<file path="src/rtl/swc_pkg.sv">
/*
  swc_pkg: constants and types for the stop mode wake controller.
  assumes a single 250 MHz clock domain and AXI4-Lite register access.
*/
package swc_pkg;
  localparam int unsigned NUM_EXT = 6;
  localparam int unsigned NUM_SRC = 7;
  localparam logic [2:0] SRC_WATCH = 3'h6;
  localparam logic [2:0] SRC_NONE = 3'h7;

  localparam logic [7:0] ADDR_STANDBY = 8'h00;
  localparam logic [7:0] ADDR_SRC_CFG = 8'h04;
  localparam logic [7:0] ADDR_INT_CTRL = 8'h08;
  localparam logic [7:0] ADDR_OSC_SETTLE = 8'h0C;
  localparam logic [7:0] ADDR_STATUS = 8'h10;
  localparam logic [7:0] ADDR_PEND_ACK = 8'h14;

  localparam int unsigned STANDBY_STOP_BIT = 0;
  localparam int unsigned CFG_MASK_LSB = 0;
  localparam int unsigned CFG_MACRO_LSB = 8;
  localparam int unsigned CTRL_IE_BIT = 0;
  localparam int unsigned CTRL_NEST3_BIT = 1;
  localparam int unsigned CTRL_ISR_ACT_BIT = 2;
  localparam int unsigned CTRL_ISR_LVL_LSB = 4;
  localparam int unsigned CTRL_NMI_ACT_BIT = 8;
  localparam int unsigned CTRL_NMI_LVL_LSB = 9;
  localparam int unsigned CTRL_SRC_LVL_LSB = 16;

  localparam logic [7:0] SRC_CFG_RESET = 8'h7F;
  localparam logic [2:0] OSC_SETTLE_RESET = 3'h4;
  localparam int unsigned SETTLE_BASE_SHIFT = 4;
  localparam int unsigned SETTLE_CNT_W = 16;

  localparam logic [1:0] RESP_OKAY = 2'h0;
  localparam logic [1:0] RESP_SLVERR = 2'h2;

  typedef enum logic [1:0] {
    SWC_RUN,
    SWC_STOP,
    SWC_SETTLE
  } swc_state_t;
endpackage

</file>
<file path="src/rtl/swc_sync.sv">
/*
  swc_sync: three-stage synchroniser with agreement filter for pins.
  assumes inputs are asynchronous to aclk.
*/
`timescale 1ns/1ps
module swc_sync #(
  parameter int unsigned W = 1
) (
  input wire logic aclk,
  input wire logic aresetn,
  input wire logic ce,
  input wire logic [W-1:0] pin,
  output logic [W-1:0] level
);
  typedef struct packed {
    logic [W-1:0] s1;
    logic [W-1:0] s2;
    logic [W-1:0] s3;
    logic [W-1:0] lvl;
  } swc_sync_st_t;
  swc_sync_st_t q, d;

  always_comb begin
    d = q;
    d.s1 = pin;
    d.s2 = q.s1;
    d.s3 = q.s2;
    // a change counts only once stages two and three agree
    for (int i = 0; i < W; i++) begin
      if (q.s2[i] == q.s3[i]) begin
        d.lvl[i] = q.s3[i];
      end
    end
  end

  always_ff @(posedge aclk) begin
    if (!aresetn) begin
      q <= '0;
    end else if (ce) begin
      q <= d;
    end
  end

  assign level = q.lvl;
endmodule

</file>
<file path="src/rtl/swc_wake_ctrl.sv">
/*
  swc_wake_ctrl: stop mode wake decision, settle timer and register file.
  assumes the cpu core mirrors its interrupt enable, in-service levels and
  source priorities into the control register, and clears pending flags.
*/
// Chosen here: register access over AXI4-Lite and the register addresses.
`timescale 1ns/1ps
// Operation
// Stop ends only on an nmi pin edge, an external pin, the watch timer interrupt or reset.
// An nmi wake is acknowledged if no nmi routine or only a lower one runs.
// An nmi wake during its own or a higher nmi routine resumes and stays pending.
// A pending wake request is acknowledged once its conditions become true.
// A maskable wake with mask 0, macro off and enable 1 over a lower routine is acknowledged.
// With nesting select 0 a level 3 routine does not defer a maskable wake.
// A maskable wake over an equal or higher routine resumes and stays pending.
// A maskable source with its mask bit set never releases stop.
// A maskable source with macro service enabled never releases stop.
// A maskable wake with global enable 0 resumes without service.
// After a wake edge the block waits the programmed settle time before release.
// Software enters stop by writing 1 to the stop request bit.
// Priorities are compared using values sampled as stop ends.
module swc_wake_ctrl (
  input wire logic aclk,
  input wire logic aresetn,
  input wire logic ce,
  input wire logic nmi_pin,
  input wire logic [5:0] external_int_pins,
  input wire logic watch_timer_irq,
  output logic stop_active,
  output logic wake_ack,
  output logic [2:0] wake_src,
  output logic wake_is_nmi,
  output logic wake_resume,
  input wire logic [7:0] s_axi_awaddr,
  input wire logic s_axi_awvalid,
  output logic s_axi_awready,
  input wire logic [31:0] s_axi_wdata,
  input wire logic [3:0] s_axi_wstrb,
  input wire logic s_axi_wvalid,
  output logic s_axi_wready,
  output logic [1:0] s_axi_bresp,
  output logic s_axi_bvalid,
  input wire logic s_axi_bready,
  input wire logic [7:0] s_axi_araddr,
  input wire logic s_axi_arvalid,
  output logic s_axi_arready,
  output logic [31:0] s_axi_rdata,
  output logic [1:0] s_axi_rresp,
  output logic s_axi_rvalid,
  input wire logic s_axi_rready
);
  typedef struct packed {
    swc_pkg::swc_state_t st;
    logic stop_req;
    logic [6:0] mask;
    logic [6:0] macro;
    logic [31:0] ctrl;
    logic [2:0] settle;
    logic [swc_pkg::SETTLE_CNT_W-1:0] cnt;
    logic nmi_prev;
    logic [6:0] src_prev;
    logic [2:0] src;
    logic is_nmi;
    logic nmi_pend;
    logic [6:0] pend;
    logic ack;
    logic resume;
    logic aw_got;
    logic w_got;
    logic [7:0] awaddr;
    logic [31:0] wdata;
    logic bvalid;
    logic [1:0] bresp;
    logic rvalid;
    logic [31:0] rdata;
    logic [1:0] rresp;
  } swc_st_t;
  swc_st_t q, d;

  logic [7:0] pins_s;

  swc_sync #(.W(8)) i_swc_sync (
    .aclk(aclk),
    .aresetn(aresetn),
    .ce(ce),
    .pin({watch_timer_irq, nmi_pin, external_int_pins}),
    .level(pins_s)
  );

  // maskable acknowledge test against the in-service priority
  function automatic logic mask_ok(input logic [31:0] c, input logic [1:0] lvl);
    logic act;
    logic [1:0] cur;
    act = c[swc_pkg::CTRL_ISR_ACT_BIT];
    cur = c[swc_pkg::CTRL_ISR_LVL_LSB +: 2];
    mask_ok = c[swc_pkg::CTRL_IE_BIT] &&
      (!act || lvl < cur ||
       (cur == 2'h3 && !c[swc_pkg::CTRL_NEST3_BIT]));
  endfunction

  // nmi acknowledge test: lower level number means higher priority
  function automatic logic nmi_ok(input logic [31:0] c);
    nmi_ok = !c[swc_pkg::CTRL_NMI_ACT_BIT] ||
      (c[swc_pkg::CTRL_NMI_LVL_LSB +: 2] != 2'h0);
  endfunction

  function automatic logic [1:0] src_lvl(input logic [31:0] c, input logic [2:0] s);
    src_lvl = (s == swc_pkg::SRC_WATCH) ? c[swc_pkg::CTRL_SRC_LVL_LSB + 2 +: 2]
                                        : c[swc_pkg::CTRL_SRC_LVL_LSB +: 2];
  endfunction

  logic [6:0] src_now;
  logic [6:0] src_edge;
  logic [6:0] src_valid;
  logic nmi_edge;
  logic aw_hs, w_hs, ar_hs;
  logic [31:0] wr_data;
  logic [7:0] wr_addr;

  assign src_now = {pins_s[7], pins_s[5:0]};
  assign src_edge = src_now & ~q.src_prev;
  assign src_valid = src_edge & ~q.mask & ~q.macro;
  assign nmi_edge = pins_s[6] & ~q.nmi_prev;
  assign aw_hs = s_axi_awvalid && s_axi_awready;
  assign w_hs = s_axi_wvalid && s_axi_wready;
  assign ar_hs = s_axi_arvalid && s_axi_arready;
  assign s_axi_awready = !q.aw_got && !q.bvalid;
  assign s_axi_wready = !q.w_got && !q.bvalid;
  assign s_axi_arready = !q.rvalid;
  assign wr_addr = q.aw_got ? q.awaddr : s_axi_awaddr;
  assign wr_data = q.w_got ? q.wdata : s_axi_wdata;

  always_comb begin
    d = q;
    d.ack = 1'b0;
    d.resume = 1'b0;
    d.nmi_prev = pins_s[6];
    d.src_prev = src_now;
    // pending acks retry while running, at most one every other cycle so wake_ack stays a pulse
    if (q.st == swc_pkg::SWC_RUN && !q.ack) begin
      if (q.nmi_pend && nmi_ok(q.ctrl)) begin
        d.nmi_pend = 1'b0;
        d.ack = 1'b1;
        d.is_nmi = 1'b1;
        d.src = swc_pkg::SRC_NONE;
      end else begin
        for (int i = swc_pkg::NUM_SRC - 1; i >= 0; i--) begin
          if (q.pend[i] && mask_ok(q.ctrl, src_lvl(q.ctrl, 3'(i)))) begin
            d.pend = q.pend & ~(7'h01 << i);
            d.ack = 1'b1;
            d.is_nmi = 1'b0;
            d.src = 3'(i);
          end
        end
      end
    end
    case (q.st)
      swc_pkg::SWC_RUN: begin
        if (q.stop_req) begin
          d.st = swc_pkg::SWC_STOP;
          d.stop_req = 1'b0;
        end
      end
      swc_pkg::SWC_STOP: begin
        // only these sources restart; reset is handled by aresetn
        if (nmi_edge) begin
          d.st = swc_pkg::SWC_SETTLE;
          d.is_nmi = 1'b1;
          d.src = swc_pkg::SRC_NONE;
          d.cnt = '0;
        end else if (|src_valid) begin
          d.st = swc_pkg::SWC_SETTLE;
          d.is_nmi = 1'b0;
          for (int i = swc_pkg::NUM_SRC - 1; i >= 0; i--) begin
            if (src_valid[i]) begin
              d.src = 3'(i);
            end
          end
          d.cnt = '0;
        end
      end
      swc_pkg::SWC_SETTLE: begin
        d.cnt = q.cnt + 1'b1;
        // settle length 2^(base+sel) cycles stands in for the oscillator wait
        if (q.cnt == swc_pkg::SETTLE_CNT_W'(
            (1 << (swc_pkg::SETTLE_BASE_SHIFT + q.settle)) - 1)) begin
          d.st = swc_pkg::SWC_RUN;
          // priorities taken from the control word as stop ends
          if (q.is_nmi) begin
            d.ack = nmi_ok(q.ctrl);
            d.nmi_pend = !nmi_ok(q.ctrl);
          end else begin
            d.ack = mask_ok(q.ctrl, src_lvl(q.ctrl, q.src));
            if (!mask_ok(q.ctrl, src_lvl(q.ctrl, q.src))) begin
              d.pend = q.pend | (7'h01 << q.src);
            end
          end
          d.resume = !d.ack;
        end
      end
      default: d.st = swc_pkg::SWC_RUN;
    endcase
    // register bus write side
    if (aw_hs) begin
      d.aw_got = 1'b1;
      d.awaddr = s_axi_awaddr;
    end
    if (w_hs) begin
      d.w_got = 1'b1;
      d.wdata = s_axi_wdata;
    end
    if ((q.aw_got || aw_hs) && (q.w_got || w_hs)) begin
      d.aw_got = 1'b0;
      d.w_got = 1'b0;
      d.bvalid = 1'b1;
      d.bresp = swc_pkg::RESP_OKAY;
      if (wr_addr == swc_pkg::ADDR_STANDBY) begin
        if (wr_data[swc_pkg::STANDBY_STOP_BIT]) begin
          d.stop_req = 1'b1;
        end
      end else if (wr_addr == swc_pkg::ADDR_SRC_CFG) begin
        d.mask = wr_data[swc_pkg::CFG_MASK_LSB +: 7];
        d.macro = wr_data[swc_pkg::CFG_MACRO_LSB +: 7];
      end else if (wr_addr == swc_pkg::ADDR_INT_CTRL) begin
        d.ctrl = wr_data;
      end else if (wr_addr == swc_pkg::ADDR_OSC_SETTLE) begin
        d.settle = wr_data[2:0];
      end else if (wr_addr == swc_pkg::ADDR_PEND_ACK) begin
        // cpu clears pending flags by writing ones; a new set wins
        d.pend = d.pend & ~(wr_data[6:0] & q.pend);
        d.nmi_pend = d.nmi_pend & ~(wr_data[7] & q.nmi_pend);
      end else begin
        d.bresp = swc_pkg::RESP_SLVERR;
      end
    end
    if (q.bvalid && s_axi_bready) begin
      d.bvalid = 1'b0;
    end
    // register bus read side
    if (ar_hs) begin
      d.rvalid = 1'b1;
      d.rresp = swc_pkg::RESP_OKAY;
      d.rdata = '0;
      if (s_axi_araddr == swc_pkg::ADDR_STANDBY) begin
        d.rdata[swc_pkg::STANDBY_STOP_BIT] = q.stop_req || q.st != swc_pkg::SWC_RUN;
      end else if (s_axi_araddr == swc_pkg::ADDR_SRC_CFG) begin
        d.rdata[swc_pkg::CFG_MASK_LSB +: 7] = q.mask;
        d.rdata[swc_pkg::CFG_MACRO_LSB +: 7] = q.macro;
      end else if (s_axi_araddr == swc_pkg::ADDR_INT_CTRL) begin
        d.rdata = q.ctrl;
      end else if (s_axi_araddr == swc_pkg::ADDR_OSC_SETTLE) begin
        d.rdata[2:0] = q.settle;
      end else if (s_axi_araddr == swc_pkg::ADDR_STATUS) begin
        d.rdata[1:0] = q.st;
        d.rdata[6:4] = q.src;
        d.rdata[7] = q.is_nmi;
      end else if (s_axi_araddr == swc_pkg::ADDR_PEND_ACK) begin
        d.rdata[7:0] = {q.nmi_pend, q.pend};
      end else begin
        d.rresp = swc_pkg::RESP_SLVERR;
      end
    end else if (q.rvalid && s_axi_rready) begin
      d.rvalid = 1'b0;
    end
  end

  always_ff @(posedge aclk) begin
    if (!aresetn) begin
      q <= '0;
      q.st <= swc_pkg::SWC_RUN;
      q.mask <= swc_pkg::SRC_CFG_RESET[6:0];
      q.settle <= swc_pkg::OSC_SETTLE_RESET;
      q.src <= swc_pkg::SRC_NONE;
    end else if (ce) begin
      q <= d;
    end
  end

  assign stop_active = q.st != swc_pkg::SWC_RUN;
  assign wake_ack = q.ack;
  assign wake_src = q.src;
  assign wake_is_nmi = q.is_nmi;
  assign wake_resume = q.resume;
  assign s_axi_bvalid = q.bvalid;
  assign s_axi_bresp = q.bresp;
  assign s_axi_rvalid = q.rvalid;
  assign s_axi_rdata = q.rdata;
  assign s_axi_rresp = q.rresp;
endmodule

</file>
<file path="config.mk">
export PLATFORM = sky130hd
export DESIGN_NAME = swc_wake_ctrl
export DESIGN_NICKNAME = d
export VERILOG_FILES = /design/src/rtl/swc_pkg.sv /design/src/rtl/swc_sync.sv /design/src/rtl/swc_wake_ctrl.sv
export SDC_FILE = /design/constraint.sdc
export NUM_CORES = 1
export LEC_CHECK = 0
export BUFFER_PORTS_ARGS = -buffer_cell sky130_fd_sc_hd__buf_4
export CAP_MARGIN = 20
export CORE_MARGIN = 2
export CORE_UTILIZATION = 57
export DETAILED_ROUTE_END_ITERATION = 12
export GPL_TIMING_DRIVEN = 1
export PLACE_DENSITY = 0.8
export SYNTH_ARGS = -nofsm -noshare
export SYNTH_HDL_FRONTEND = slang
export SYNTH_SLANG_ARGS = --single-unit
</file>
<file path="constraint.sdc">
create_clock -name aclk -period 3.4 [get_ports aclk]
set_input_delay 0.51 -clock aclk [delete_from_list [all_inputs] [get_ports aclk]]
set_output_delay 0.51 -clock aclk [all_outputs]
set_load 0.01 [all_outputs]
</file>
**Yosys cells after proc, flatten, opt, wreduce, memory -nomap -nowiden**

Cells that the tools add are included.

- Register bits: 202
- Bits of input ports: 68
- Output and inout bits: 48
- Word-level logic and storage cells: 261

- $add $sub $neg: 3
- Order comparisons: 3
- Eq/ne operators: 25
- Shift-type cells: 2
- Muxes and demuxes: 102
- Bitwise logic cells: 18
- Reduce and logical (&&, ||, !) cells: 73

Operators by type and width:

| operator | number |
|---|---|
| $mux W8 | 22 |
| $mux W32 | 2 |
| $mux W50 | 1 |
| $mux W49 | 1 |
| $mux W4 | 12 |
| $mux W2 | 18 |
| $mux W3 | 12 |
| $and A7 B7 Y7 | 5 |
| $mux W35 | 1 |
| $mux W7 | 5 |
| $eq A8 B4 Y1 const B | 4 |
| $mux W16 | 2 |
| $pmux W16 S2 | 1 |
| $reduce_and A2 Y1 | 16 |
| $mux W31 | 1 |
| $not A7 Y7 | 4 |
| $eq A8 B5 Y1 const B | 3 |
| $mux W24 | 1 |
| $logic_and A1 B1 Y1 | 21 |
| $mux W10 | 2 |
| $mux W17 | 1 |
| $add A16 B1 Y16 const B | 1 |
| $eq A16 B16 Y1 | 1 |
| $eq A8 B3 Y1 const B | 2 |
| other kinds (29) | 87 |

**Depth between registers and ports, before layout**

Gate-level depths: netlist (run 1).

- Depth after elaboration: 25
- Gate-level depth with buffers: 12
- Gate-level depth less buffers: 10

**Cells and area by module**

Synthesis (run 1) repeated with hierarchy kept, for this count alone.

- Cell total of the unflattened synthesis: 1147
- Area, all modules: 9897.0 um^2

By module, submodules not included:

| module | times used | cells each | area an instance (um^2) | seq. area each (um^2) |
|---|---|---|---|---|
| swc_wake_ctrl | 1 | 1009 | 8434.3 | 3363.2 |
| swc_sync | 1 | 138 | 1462.7 | 640.6 |

**Worst setup path before layout (run 1)**

No wires, ideal clock.

- Path kind: register -> register
- Start: reg q[120] (netlist bit)
- End: reg q[89] (netlist bit)
- Setup time: 0.122 ns
- Arrival time: 2.816 ns
- Data required time: 3.278 ns
- Path slack: 0.462 ns
- Stages on the path, launching flop included: 13
- Path buffers: 2
- Period minus slack after synthesis: 2.938 ns
- Cells stage by stage: dfxtp_1 -> clkbuf_1 -> nor2_1 -> nand2_1 -> ha_1 -> clkbuf_1 -> xnor2_1 -> nand3_1 -> a211oi_1 -> a21oi_1 -> nor4_4 -> mux2_4 -> a221o_1

- Word-level cells in the longest chain between the ends: 13

Ends and longest elaborated chain:

| what | RTL line | source |
|---|---|---|
| from (decl) | swc_wake_ctrl.sv:78 | `swc_st_t q, d;` |
| $add A3 B3 Y4 (*) | swc_wake_ctrl.sv:186 | `(1 << (swc_pkg::SETTLE_BASE_SHIFT + q.settle)) - 1)) begin` |
| $shl A1 B4 Y16 (*) | swc_wake_ctrl.sv:186 |  |
| $sub A16 B2 Y16 (*) | swc_wake_ctrl.sv:186 |  |
| $eq A16 B16 Y1 (*) | swc_wake_ctrl.sv:185 | `if (q.cnt == swc_pkg::SETTLE_CNT_W'(` |
| $mux W10 (*) | swc_wake_ctrl.sv:185 |  |
| $mux W10 (*) | swc_wake_ctrl.sv:157 | `case (q.st)` |
| $and A1 B1 Y1 | swc_wake_ctrl.sv:231 | `d.nmi_pend = d.nmi_pend & ~(wr_data[7] & q.nmi_pend);` |
| $mux W8 | swc_wake_ctrl.sv:228 | `end else if (wr_addr == swc_pkg::ADDR_PEND_ACK) begin` |
| $mux W8 | swc_wake_ctrl.sv:226 | `end else if (wr_addr == swc_pkg::ADDR_OSC_SETTLE) begin` |
| $mux W8 | swc_wake_ctrl.sv:224 | `end else if (wr_addr == swc_pkg::ADDR_INT_CTRL) begin` |
| $mux W8 | swc_wake_ctrl.sv:221 | `end else if (wr_addr == swc_pkg::ADDR_SRC_CFG) begin` |
| $mux W8 | swc_wake_ctrl.sv:217 | `if (wr_addr == swc_pkg::ADDR_STANDBY) begin` |
| $mux W8 (*) | swc_wake_ctrl.sv:212 | `if ((q.aw_got \|\| aw_hs) && (q.w_got \|\| w_hs)) begin` |

Mark *: on every way between the ends. The rest lies on a longest branch, timed or not.
A chain may end at the register's enable or synchronous reset.

**Final worst setup path (run 1)**

- Start: reg q[119] (netlist bit)
- End: reg q[89] (netlist bit)

The elaborated chain is that of the path after synthesis.

==> metrics.md, run 1 <==
| Metric | Value |
|---|---|
| Detail Placement HPWL | `16.5 mm` |
| Run status | `completed` |
| Final #Nets | `1247` |
| Relative slew margins | `0.447` |
| TritonRoute pass-1 iters | `7` |
| Crit Reg-Reg Endpoint | `q[89]$_SDFFE_PN0P_` |
| Max-Cap Viols | `0` |
| Post-cts sizing count | `0` |
| Worst hold stages | `3` |
| Hold Crit Class | `in -> reg` |
| Area of the core | `17100 um2` |
| Setup slack, reg-to-reg | `430 ps` |
| Ranking of synthesized cells by area | `dfxtp_1, mux2i_1, nand2_1` |
| Async S/R FF share, synth | `0` |
| Skew final | `around 14 ps` |
| Initial Util | `0.578` |
| Final min period | `between 2000 and 3000 ps` |
| Number of remaining DRC errors | `0` |
| WHS | `331 ps` |
| Crit Path Class | `reg -> reg` |
| Crit-path cells | `or3_1 > ha_1 > xnor2_1 > or4_1 > a311o_1 > nor4_4 > mux2_4 > a221o_1` |
| Worst-path clk slew | `approximately 80 ps` |
| CTS tree | `yes` |
| CP endpoint kind | `flop` |
| Row Count | `48` |
| Setup bufs post-CTS | `0` |
| Avg Cell Area, Syn | `8.66 um2` |
| Final GP Congestion | `0.966` |
| Detail Route Antenna Nets | `0` |
| Achievable frequency | `0.337 GHz` |
| CTS Hold Bufs | `0` |
| Grt total ovfl | `0` |
| Total power | `4.91 mW` |
| Synth top cells by count | `dfxtp_1, nand2_1, nor2b_1` |
| # fillers | `1467` |
| Largest family of logic cells by synthesized area | `compound AO/OA/AOI/OAI gates` |
| Mux cell area share after synthesis | `0.0772` |
| Worst hold start | `s_axi_wdata[25]` |
| VDD IR-drop max | `0.386 mV` |
| Full die area | `18400 um2` |
| CP Data Arrival Time | `3300 ps` |
| Synth Area in XOR/XNOR | `0.0168` |
| Clk buf depth | `2` |
| Chip width | `136 um` |
| CTS Sinks | `200` |
| PwrDens | `approximately 440 nW/um2` |
| Vias in the first global route | `7820` |
| Synth Warn # | `0` |
| Antenna cells | `0` |
| R2R cell count | `8` |
| Largest net degree at the start of global routing | `144` |
| Synth Area in Compound Gates | `0.216` |
| Initial DRC Count | `663` |
| Crit path launch type | `flop` |
| First-pass GRT wire length | `around 40 mm` |
| Initial antenna violation count | `0` |
| Final setup fails | `0` |
| Synth-to-Final Area Change | `12.9%` |
| Simple-Gate Fraction of Synth Area | `0.211` |
| Die Y | `136 um` |
| Seq/Total Area, Yosys | `0.405` |
| Via density | `5.86` |
| Setup TNS | `0 ps` |
| WP buf/inv | `0` |
| Cells after DPL | `1379` |
| Worst R2R Start | `q[119]$_SDFFE_PN0P_` |
| Tightest Pin Transition | `828 ps` |
| Register bit total from synthesis | `200` |
| Synth Area in Adders | `0.00759` |
| Place WS | `427 ps` |
| Final Hold Viols | `0` |
| Hold endpoint | `q[63]$_SDFFE_PN0P_` |
| Critical-path top delay cell | `or4_1` |
| Largest stage delay on the critical path | `460 ps` |
| Vias | `8270` |
| Worst-Skew Late Latency | `440 ps` |
| Area leader, netlist | `dfxtp_1` |
| Top-area cell type share of the netlist area | `0.405` |
| Period utilization | `0.874` |
| Delay-heaviest family, CP | `simple AND/OR/NAND/NOR gates` |
| Global Route Usage Sum | `0.267` |
| EDFF count, synth | `0` |
| Clock Root Buffer | `clkbuf_16` |
| Worst endpoint required time | `3730 ps` |
| RSZ-0062 raised after global routing | `no` |
| I/O Pins | `116` |
| Fin worst setup slack | `approximately 430 ps` |
| Per-cell routed wire length | `17.1 um` |
| Final Slew Violations | `0` |
| Count of different cell masters after synthesis | `68` |
| Final Instance Count excl. Fillers | `about 1400` |
| CTS buffer count | `17` |
| Cell Area, Synth | `9890 um2` |
| Ys flop type | `dfxtp_1` |
| Share of cells above drive strength 1 | `0.147` |
| Number of port buffers | `109` |
| CTS H-tree lvls | `4` |
| Crit-path max FO | `12` |
| Most frequent cell after synthesis | `dfxtp_1` |
| Leakage | `4.66 nW` |
| Synth Instances | `about 1100` |
| Post-Route WL | `24.1 mm` |
[registers in the layout, summed over array words and instances (netlist names), 3 cells and up]
register          flops
s_axi_rdata          32
i_swc_sync.level      8
i_swc_sync.q          8
q                   126
i_swc_sync.d         16
wake_src              3
[worst max path at each step]
stage | slack (ps) | end | cells after the start | startpoint
4_1_cts | 410 | q[89]$_SDFFE_PN0P_ | 8 | q[119]$_SDFFE_PN0P_
2_1_floorplan | 460 | q[89]$_SDFFE_PN0P_ | 12 | q[120]$_SDFFE_PN1P_
3_3_place_gp | 450 | q[89]$_SDFFE_PN0P_ | 8 | q[119]$_SDFFE_PN0P_
6_report | 430 | q[89]$_SDFFE_PN0P_ | 8 | q[119]$_SDFFE_PN0P_
3_5_place_dp | 430 | q[89]$_SDFFE_PN0P_ | 8 | q[119]$_SDFFE_PN0P_
5_1_grt | 210 | q[89]$_SDFFE_PN0P_ | 9 | q[119]$_SDFFE_PN0P_
[metrics by stage]
stage | instance area [um2] | util
after floorplan | 9900 | -
after global routing | 11200 | 0.653
final | 11200 | 0.653
after detailed placement | 10600 | 0.617
after global placement | 10600 | 0.617
after CTS | 11200 | 0.653
[per-layer routing]
layer / track usage / up-vias / part of all wire
met3: 0.0576 / 40 / 0.061
met1: 0.351 / 3939 / 0.44
met4: 0.0984 / 0 / 0.023
li1: - / 4060 / -
met2: 0.432 / 231 / 0.47
met5: 0 / - / 0
[worst min-delay path, stage by stage]
cell,delay [ps]
buf_4,110
nand2_1,40
a21boi_0,60
[power by group]
| part | leakage, nW | internal, mW | switching, mW | total (mW) |
|---|---|---|---|---|
| sequential | 1.62 | 2.39 | 0.0350 | 2.42 |
| clock | 0.288 | 1.13 | 0.948 | 2.08 |
| combinational | 2.76 | 0.173 | 0.232 | 0.405 |
| total | 4.66 | 3.69 | 1.21 | 4.91 |
[cells by family (layout without fill, tap and decap cells)]
logic type / count (synthesis) / in the layout
xor+xnor: 19 / 19
compound gates: 290 / 290
other cells: 1 / 2
fa+ha+maj: 6 / 6
simple gates: 418 / 418
mux: 75 / 75
flops: 200 / 200
buf+inv: 133 / 176
[cell type report]
cell class	count	area (um2)	share of cell area
Tap cell	225	282	0.0252
Clock buffer	20	447	0.0400
Multi-Input combinational cell	810	5250	0.470
Clock inverter	12	158	0.0141
Sequential cell	200	4010	0.359
Timing Repair Buffer	127	966	0.0865
Inverter	17	63.8	0.00571
[layout by cell type, fill, tap and decap left out, types with 24 or more instances in the layout]
| cell | count |
|---|---|
| nand2_1 | 177 |
| mux2i_1 | 68 |
| nor2b_1 | 79 |
| buf_4 | 126 |
| o211a_1 | 40 |
| o21ai_0 | 38 |
| nor3_1 | 24 |
| dfxtp_1 | 199 |
| nor2_1 | 49 |
| a21oi_1 | 30 |
| a22oi_1 | 34 |
| a21boi_0 | 49 |
(Power assumes the default switching activity.)
==> run 2, diff against run 1 <==
--- a/config.mk
+++ b/config.mk
@@ -8,10 +8,11 @@
 export BUFFER_PORTS_ARGS = -buffer_cell sky130_fd_sc_hd__buf_4
 export CAP_MARGIN = 20
 export CORE_MARGIN = 2
-export CORE_UTILIZATION = 57
+export CORE_UTILIZATION = 59
 export DETAILED_ROUTE_END_ITERATION = 12
 export GPL_TIMING_DRIVEN = 1
-export PLACE_DENSITY = 0.8
+export PLACE_DENSITY = 0.83
+export RECOVER_POWER = 50
 export SYNTH_ARGS = -nofsm -noshare
 export SYNTH_HDL_FRONTEND = slang
 export SYNTH_SLANG_ARGS = --single-unit
==> metrics.md, run 2 (synthesized netlist as in run 1, its figures left out) <==
| Metric | Value |
|---|---|
| Relative slew margins | `-0.487 (-0.934)` |
| Area of the core | `16500 um2 (-3.8%)` |
| CP Data Arrival Time | `3340 ps (+40 ps)` |
| Crit Path Class | `reg -> reg` |
| First-pass GRT wire length | `38.3 mm (-2.7%)` |
| Detail Route Antenna Nets | `0 (unchanged)` |
| VDD IR-drop max | `0.316 mV (-18%)` |
| CTS H-tree lvls | `4 (unchanged)` |
| Skew final | `10.1 ps (-3.59 ps)` |
| RSZ-0062 raised after global routing | `no` |
| Achievable frequency | `0.330 GHz (-1.8%)` |
| Detail Placement HPWL | `16.4 mm (-0.83%)` |
| Largest net degree at the start of global routing | `73 (-49%)` |
| CTS Hold Bufs | `0 (unchanged)` |
| Row Count | `47 (-2.1%)` |
| I/O Pins | `116 (unchanged)` |
| Run status | `finished with violations` |
| Full die area | `17800 um2 (-3.3%)` |
| Clock Root Buffer | `clkbuf_16` |
| Commonest non-fill, non-tap cell in the layout | `dfxtp_1` |
| Setup bufs post-CTS | `0 (unchanged)` |
| Setup TNS | `0 ps (unchanged)` |
| Via density | `5.99 (+2.1%)` |
| Final min period | `3030 ps (+54.4 ps)` |
| Hold Crit Class | `in -> reg` |
| Violated checks | `capacitance limit, slew limit` |
| Antenna cells | `0 (unchanged)` |
| Initial antenna violation count | `0 (unchanged)` |
| Share of cells above drive strength 1 | `0.104 (-0.0430)` |
| CTS Sinks | `200 (unchanged)` |
| CTS tree | `yes` |
| Reg with most FFs | `q` |
| Most frequent cells in the layout | `dfxtp_1, nand2_1, nor2b_1` |
| CP endpoint kind | `flop` |
| Final Slew Violations | `160 (+160)` |
| Total power | `4.82 mW (-1.8%)` |
| Worst-path clk slew | `70 ps (about the same)` |
| Max-Cap Viols | `3 (+3)` |
| Crit-path max FO | `38 (+26)` |
| Worst endpoint required time | `3720 ps (about the same)` |
| Die Y | `133 um (-1.7%)` |
| Post-Route WL | `23.6 mm (-2.0%)` |
| Final Hold Viols | `0 (unchanged)` |
| TritonRoute pass-1 iters | `6 (-1)` |
| Post-cts sizing count | `0 (unchanged)` |
| Final setup fails | `0 (unchanged)` |
| Vias | `8415 (+1.8%)` |
| GR Layer Usage met3 | `0.0514 (-0.00624)` |
| Synth-to-Final Area Change | `10.7%` |
| Clk buf depth | `2 (unchanged)` |
| PwrDens | `440 nW/um2 (+0.19%)` |
| # fillers | `1410 (-3.9%)` |
| Number of port buffers | `109 (unchanged)` |
| WHS | `337 ps (+6.09 ps)` |
| Chip width | `133 um (-1.7%)` |
| Initial DRC Count | `622 (-6.2%)` |
| Period utilization | `0.890 (+0.0160)` |
| Max reg flops | `126 (unchanged)` |
| Vias in the first global route | `7736 (-1.1%)` |
| Leakage | `4.45 nW (-4.6%)` |
| Grt total ovfl | `0 (unchanged)` |
| Per-cell routed wire length | `16.8 um (-1.6%)` |
| Initial Util | `0.601 (+0.0228)` |
| Global Route Usage Sum | `0.262 (-0.00460)` |
| Final GP Congestion | `0.946 (-2.0%)` |
| M2 GR Usage | `0.425 (-0.00741)` |
| Crit path launch type | `flop` |
| CTS buffer count | `17 (unchanged)` |
| M1 GR Usage | `0.355 (+0.00377)` |
| Tightest Pin Transition | `2230 ps (+1400 ps)` |
| Top Usage Layer GRT | `met2` |
| Number of remaining DRC errors | `0 (unchanged)` |
| Worst-Skew Late Latency | `440 ps (about the same)` |
| Final #Nets | `1247 (unchanged)` |
==> run 2: changes by cell type in the layout (fill, tap and decap cells not counted), sizes merged <==
cell,delta
clkbuf,+51
bufinv,-1
buf,-51
inv,+1
==> run 2: final cells by class <==
cell class	instances	area, um2	area share
tap	220	275	0.0251
clock inverter	12	135	0.0123
multi-input combinational	810	5250	0.479
inverter	17	63.8	0.00583
timing repair buffer	127	776	0.0708
clock buffer	20	447	0.0408
sequential	200	4000	0.366
==> run 2: power breakdown <==
group          switching, mW  leakage (nW)  internal (mW)
Sequential            0.0372          1.62           2.39
Clock                  0.939         0.280           1.06
Combinational          0.230          2.55          0.167
Total                   1.21          4.45           3.61
==> run 2: metrics by stage <==
| stage | worst slack [ps] | utilization | instance area, um2 | instances |
|---|---|---|---|---|
| 2_1_floorplan | 462 | - | 9900 | 1143 |
| 3_3_place_gp | 440 | 0.641 | 10600 | 1374 |
| 3_5_place_dp | 416 | 0.641 | 10600 | 1374 |
| 4_1_cts | 381 | 0.677 | 11100 | 1406 |
| 5_1_grt | 167 | 0.665 | 11000 | 1406 |
| 6_report | 374 | 0.665 | 11000 | 1406 |
==> run 2: routing by layer <==
layer | vias up | share of wire
met1 | 4009 | 0.45
met3 | 42 | 0.066
li1 | 4073 | -
met4 | 0 | 0.015
met5 | - | 0
met2 | 291 | 0.46
==> run 2: final timing paths <==
| path | startpoint | end | slack [ps] | depth (start not counted) |
|---|---|---|---|---|
| setup / recovery | s_axi_rvalid$_SDFFE_PN0P_ | s_axi_rdata[12]$_SDFFE_PN0P_ | 370 | 9 |
| hold / removal | external_int_pins[0] | i_swc_sync.d[16]$_SDFFE_PN0P_ | 340 | 3 |
| setup reg to reg | s_axi_rvalid$_SDFFE_PN0P_ | s_axi_rdata[12]$_SDFFE_PN0P_ | 370 | 9 |
| hold reg to reg | s_axi_rdata[12]$_SDFFE_PN0P_ | s_axi_rdata[12]$_SDFFE_PN0P_ | 450 | 2 |
==> run 2: worst max-delay path, cell delays in order, from the launching register on <==
cell,delay [ps]
dfxtp_1,350
inv_1,70
nand3_1,80
clkbuf_1,1320
nor3_1,110
clkbuf_1,290
and2_1,200
buf_4,210
a32oi_1,190
a21boi_1,80
==> run 3, diff against run 2 <==
--- a/config.mk
+++ b/config.mk
@@ -13,6 +13,7 @@
 export GPL_TIMING_DRIVEN = 1
 export PLACE_DENSITY = 0.83
 export RECOVER_POWER = 50
+export REMOVE_ABC_BUFFERS = 1
 export SYNTH_ARGS = -nofsm -noshare
 export SYNTH_HDL_FRONTEND = slang
 export SYNTH_SLANG_ARGS = --single-unit
==> metrics.md, run 3 (synthesized netlist as in run 1, its figures left out) <==
| Metric | Value |
|---|---|
| Run status | `finished with violations` |
| Violated checks | `capacitance limit, slew limit` |
| Via density | `5.90 (-1.4%)` |
| Skew final | `14.1 ps (+4.01 ps)` |
| Worst endpoint required time | `3750 ps (+30 ps)` |
| TritonRoute pass-1 iters | `5 (-1)` |
| Max reg flops | `126 (unchanged)` |
| PwrDens | `444 nW/um2 (+1.0%)` |
| Largest net degree at the start of global routing | `75 (+2.7%)` |
| Switch share | `0.235 (-0.0156)` |
| CP Data Arrival Time | `3400 ps (+60 ps)` |
| Initial DRC Count | `734 (+18%)` |
| Final Instance Count excl. Fillers | `1408 (+0.14%)` |
| Largest stage delay on the critical path | `480 ps (-840 ps)` |
| Tightest Pin Transition | `2070 ps (-158 ps)` |
| CTS Sinks | `200 (unchanged)` |
| Final setup fails | `0 (unchanged)` |
| Design Area, Final | `11000 um2 (+0.40%)` |
| Max-Cap Viols | `1 (-2)` |
| Detail Route Antenna Nets | `0 (unchanged)` |
| Net Sw Power | `1.15 mW (-4.9%)` |
| I/O Pins | `116 (unchanged)` |
| Hold Crit Class | `in -> reg` |
| Crit-path cells | `or3_1 > ha_1 > xnor2_1 > or4_1 > a311o_1 > nor4_4 > buf_4 > nand4_2 > o21bai_1` |
| Crit Path Class | `reg -> reg` |
| Full die area | `17800 um2 (unchanged)` |
| Cells after DPL | `1376 (+0.15%)` |
| Critical-path top delay cell | `or4_1` |
| Final Hold Viols | `0 (unchanged)` |
| CTS Hold Bufs | `0 (unchanged)` |
| Commonest non-fill, non-tap cell in the layout | `dfxtp_1` |
| Setup bufs post-CTS | `0 (unchanged)` |
| Logic gate share of total power | `0.081 (about the same)` |
| Antenna cells | `0 (unchanged)` |
| Vias in the first global route | `7728 (-0.10%)` |
| Final GP Congestion | `0.958 (+1.3%)` |
| First-pass GRT wire length | `38.4 mm (+0.31%)` |
| Detail Placement HPWL | `16.1 mm (-2.0%)` |
| Vias | `8305 (-1.3%)` |
| Area of the core | `16500 um2 (unchanged)` |
| Reg with most FFs | `q` |
| Die Y | `133 um (unchanged)` |
| Post-cts sizing count | `0 (unchanged)` |
| Worst-Skew Late Latency | `440 ps (about the same)` |
| Clock Root Buffer | `clkbuf_16` |
| Chip width | `133 um (unchanged)` |
| Clk pwr share | `0.423 (+0.008)` |
| Crit path launch type | `flop` |
| VDD IR-drop max | `0.409 mV (+29%)` |
| Post-Route WL | `23.7 mm (+0.56%)` |
| Row Count | `47 (unchanged)` |
| Worst R2R Start | `q[119]$_SDFFE_PN0P_` |
| Share of power burned in registers | `0.496 (-0.007)` |
| Final min period | `3050 ps (+23.4 ps)` |
| CTS H-tree lvls | `4 (unchanged)` |
| Number of remaining DRC errors | `0 (unchanged)` |
| CP endpoint kind | `flop` |
| CTS buffer count | `17 (unchanged)` |
| Worst-path clk slew | `70 ps (about the same)` |
| Most frequent cells in the layout | `dfxtp_1, nand2_1, buf_4` |
| Period utilization | `0.897 (+0.00688)` |
| Final #Nets | `1249 (+0.16%)` |
| Leakage | `4.48 nW (+0.76%)` |
| Internal power | `3.74 mW (+3.5%)` |
| RSZ-0062 raised after global routing | `no` |
| Relative slew margins | `-0.381 (+0.106)` |
| Initial Util | `0.601 (unchanged)` |
| CTS tree | `yes` |
| Global Route Usage Sum | `0.266 (+0.00310)` |
| Synth-to-Final Area Change | `11.1%` |
| Grt total ovfl | `0 (unchanged)` |
| Final Slew Violations | `51 (-68%)` |
| WHS | `329 ps (-7.84 ps)` |
| Per-cell routed wire length | `16.8 um (+0.42%)` |
| Share of cells above drive strength 1 | `0.108 (+0.00403)` |
| Area after DPL | `10600 um2 (+0.14%)` |
| Initial antenna violation count | `0 (unchanged)` |
| Worst hold start | `external_int_pins[3]` |
| CP Launch Point | `q[119]$_SDFFE_PN0P_` |
| Achievable frequency | `0.328 GHz (-0.77%)` |
| Clk buf depth | `2 (unchanged)` |
| Crit-path max FO | `12 (-68%)` |
| Number of port buffers | `109 (unchanged)` |
run 3: per-layer routing:
layer / track usage / wire [um]
met1: 0.352 / 10600
met2: 0.434 / 11300
met3: 0.0518 / 1470
met4: 0.0928 / 399
met5: 0 / 0
run 3: per-stage QoR:
step	setup slack (ps)	power [mW]	TNS, ps	utilization
final	351	4.89	0	0.668
after global routing	146	5.05	0	0.668
after CTS	389	4.92	0	0.678
after detailed placement	405	2.87	0	0.642
after global placement	429	2.87	0	0.642
after floorplan	-1090	2.67	-52350	-
run 3: final cells by class:
| type | count | area [um2] |
|---|---|---|
| Fill cell | 1415 | 5470 |
| Multi-Input combinational cell | 810 | 5250 |
| Sequential cell | 200 | 4010 |
| Timing Repair Buffer | 129 | 803 |
| Clock buffer | 22 | 454 |
| Tap cell | 220 | 275 |
| Clock inverter | 10 | 143 |
| Inverter | 17 | 63.8 |
run 3: power groups by stage:
stage,Clock (mW),Combinational [mW],Sequential (mW)
after CTS,2.10,0.401,2.42
after floorplan,0,0.193,2.48
final,2.07,0.396,2.42
after detailed placement,0,0.399,2.48
after global placement,0,0.393,2.47
after global routing,2.19,0.433,2.43
run 3: worst paths after layout:
path / slack (ps) / depth (start not counted) / endpoint
setup / recovery: 350 / 9 / q[86]$_SDFFE_PN0P_
hold / removal: 330 / 3 / i_swc_sync.d[19]$_SDFFE_PN0P_
setup reg to reg: 350 / 9 / q[86]$_SDFFE_PN0P_
hold reg to reg: 460 / 2 / s_axi_rdata[12]$_SDFFE_PN0P_
run 3: worst max-delay path: cells and delay by family (launching register included):
kind | cells | cell delay, ps
adders and majority gates | 1 | 300
buffers and inverters | 1 | 200
xor gates and xnor gates | 1 | 120
AOI/OAI and AO/OA | 2 | 600
DFF | 1 | 420
and+or+nand+nor | 4 | 1350
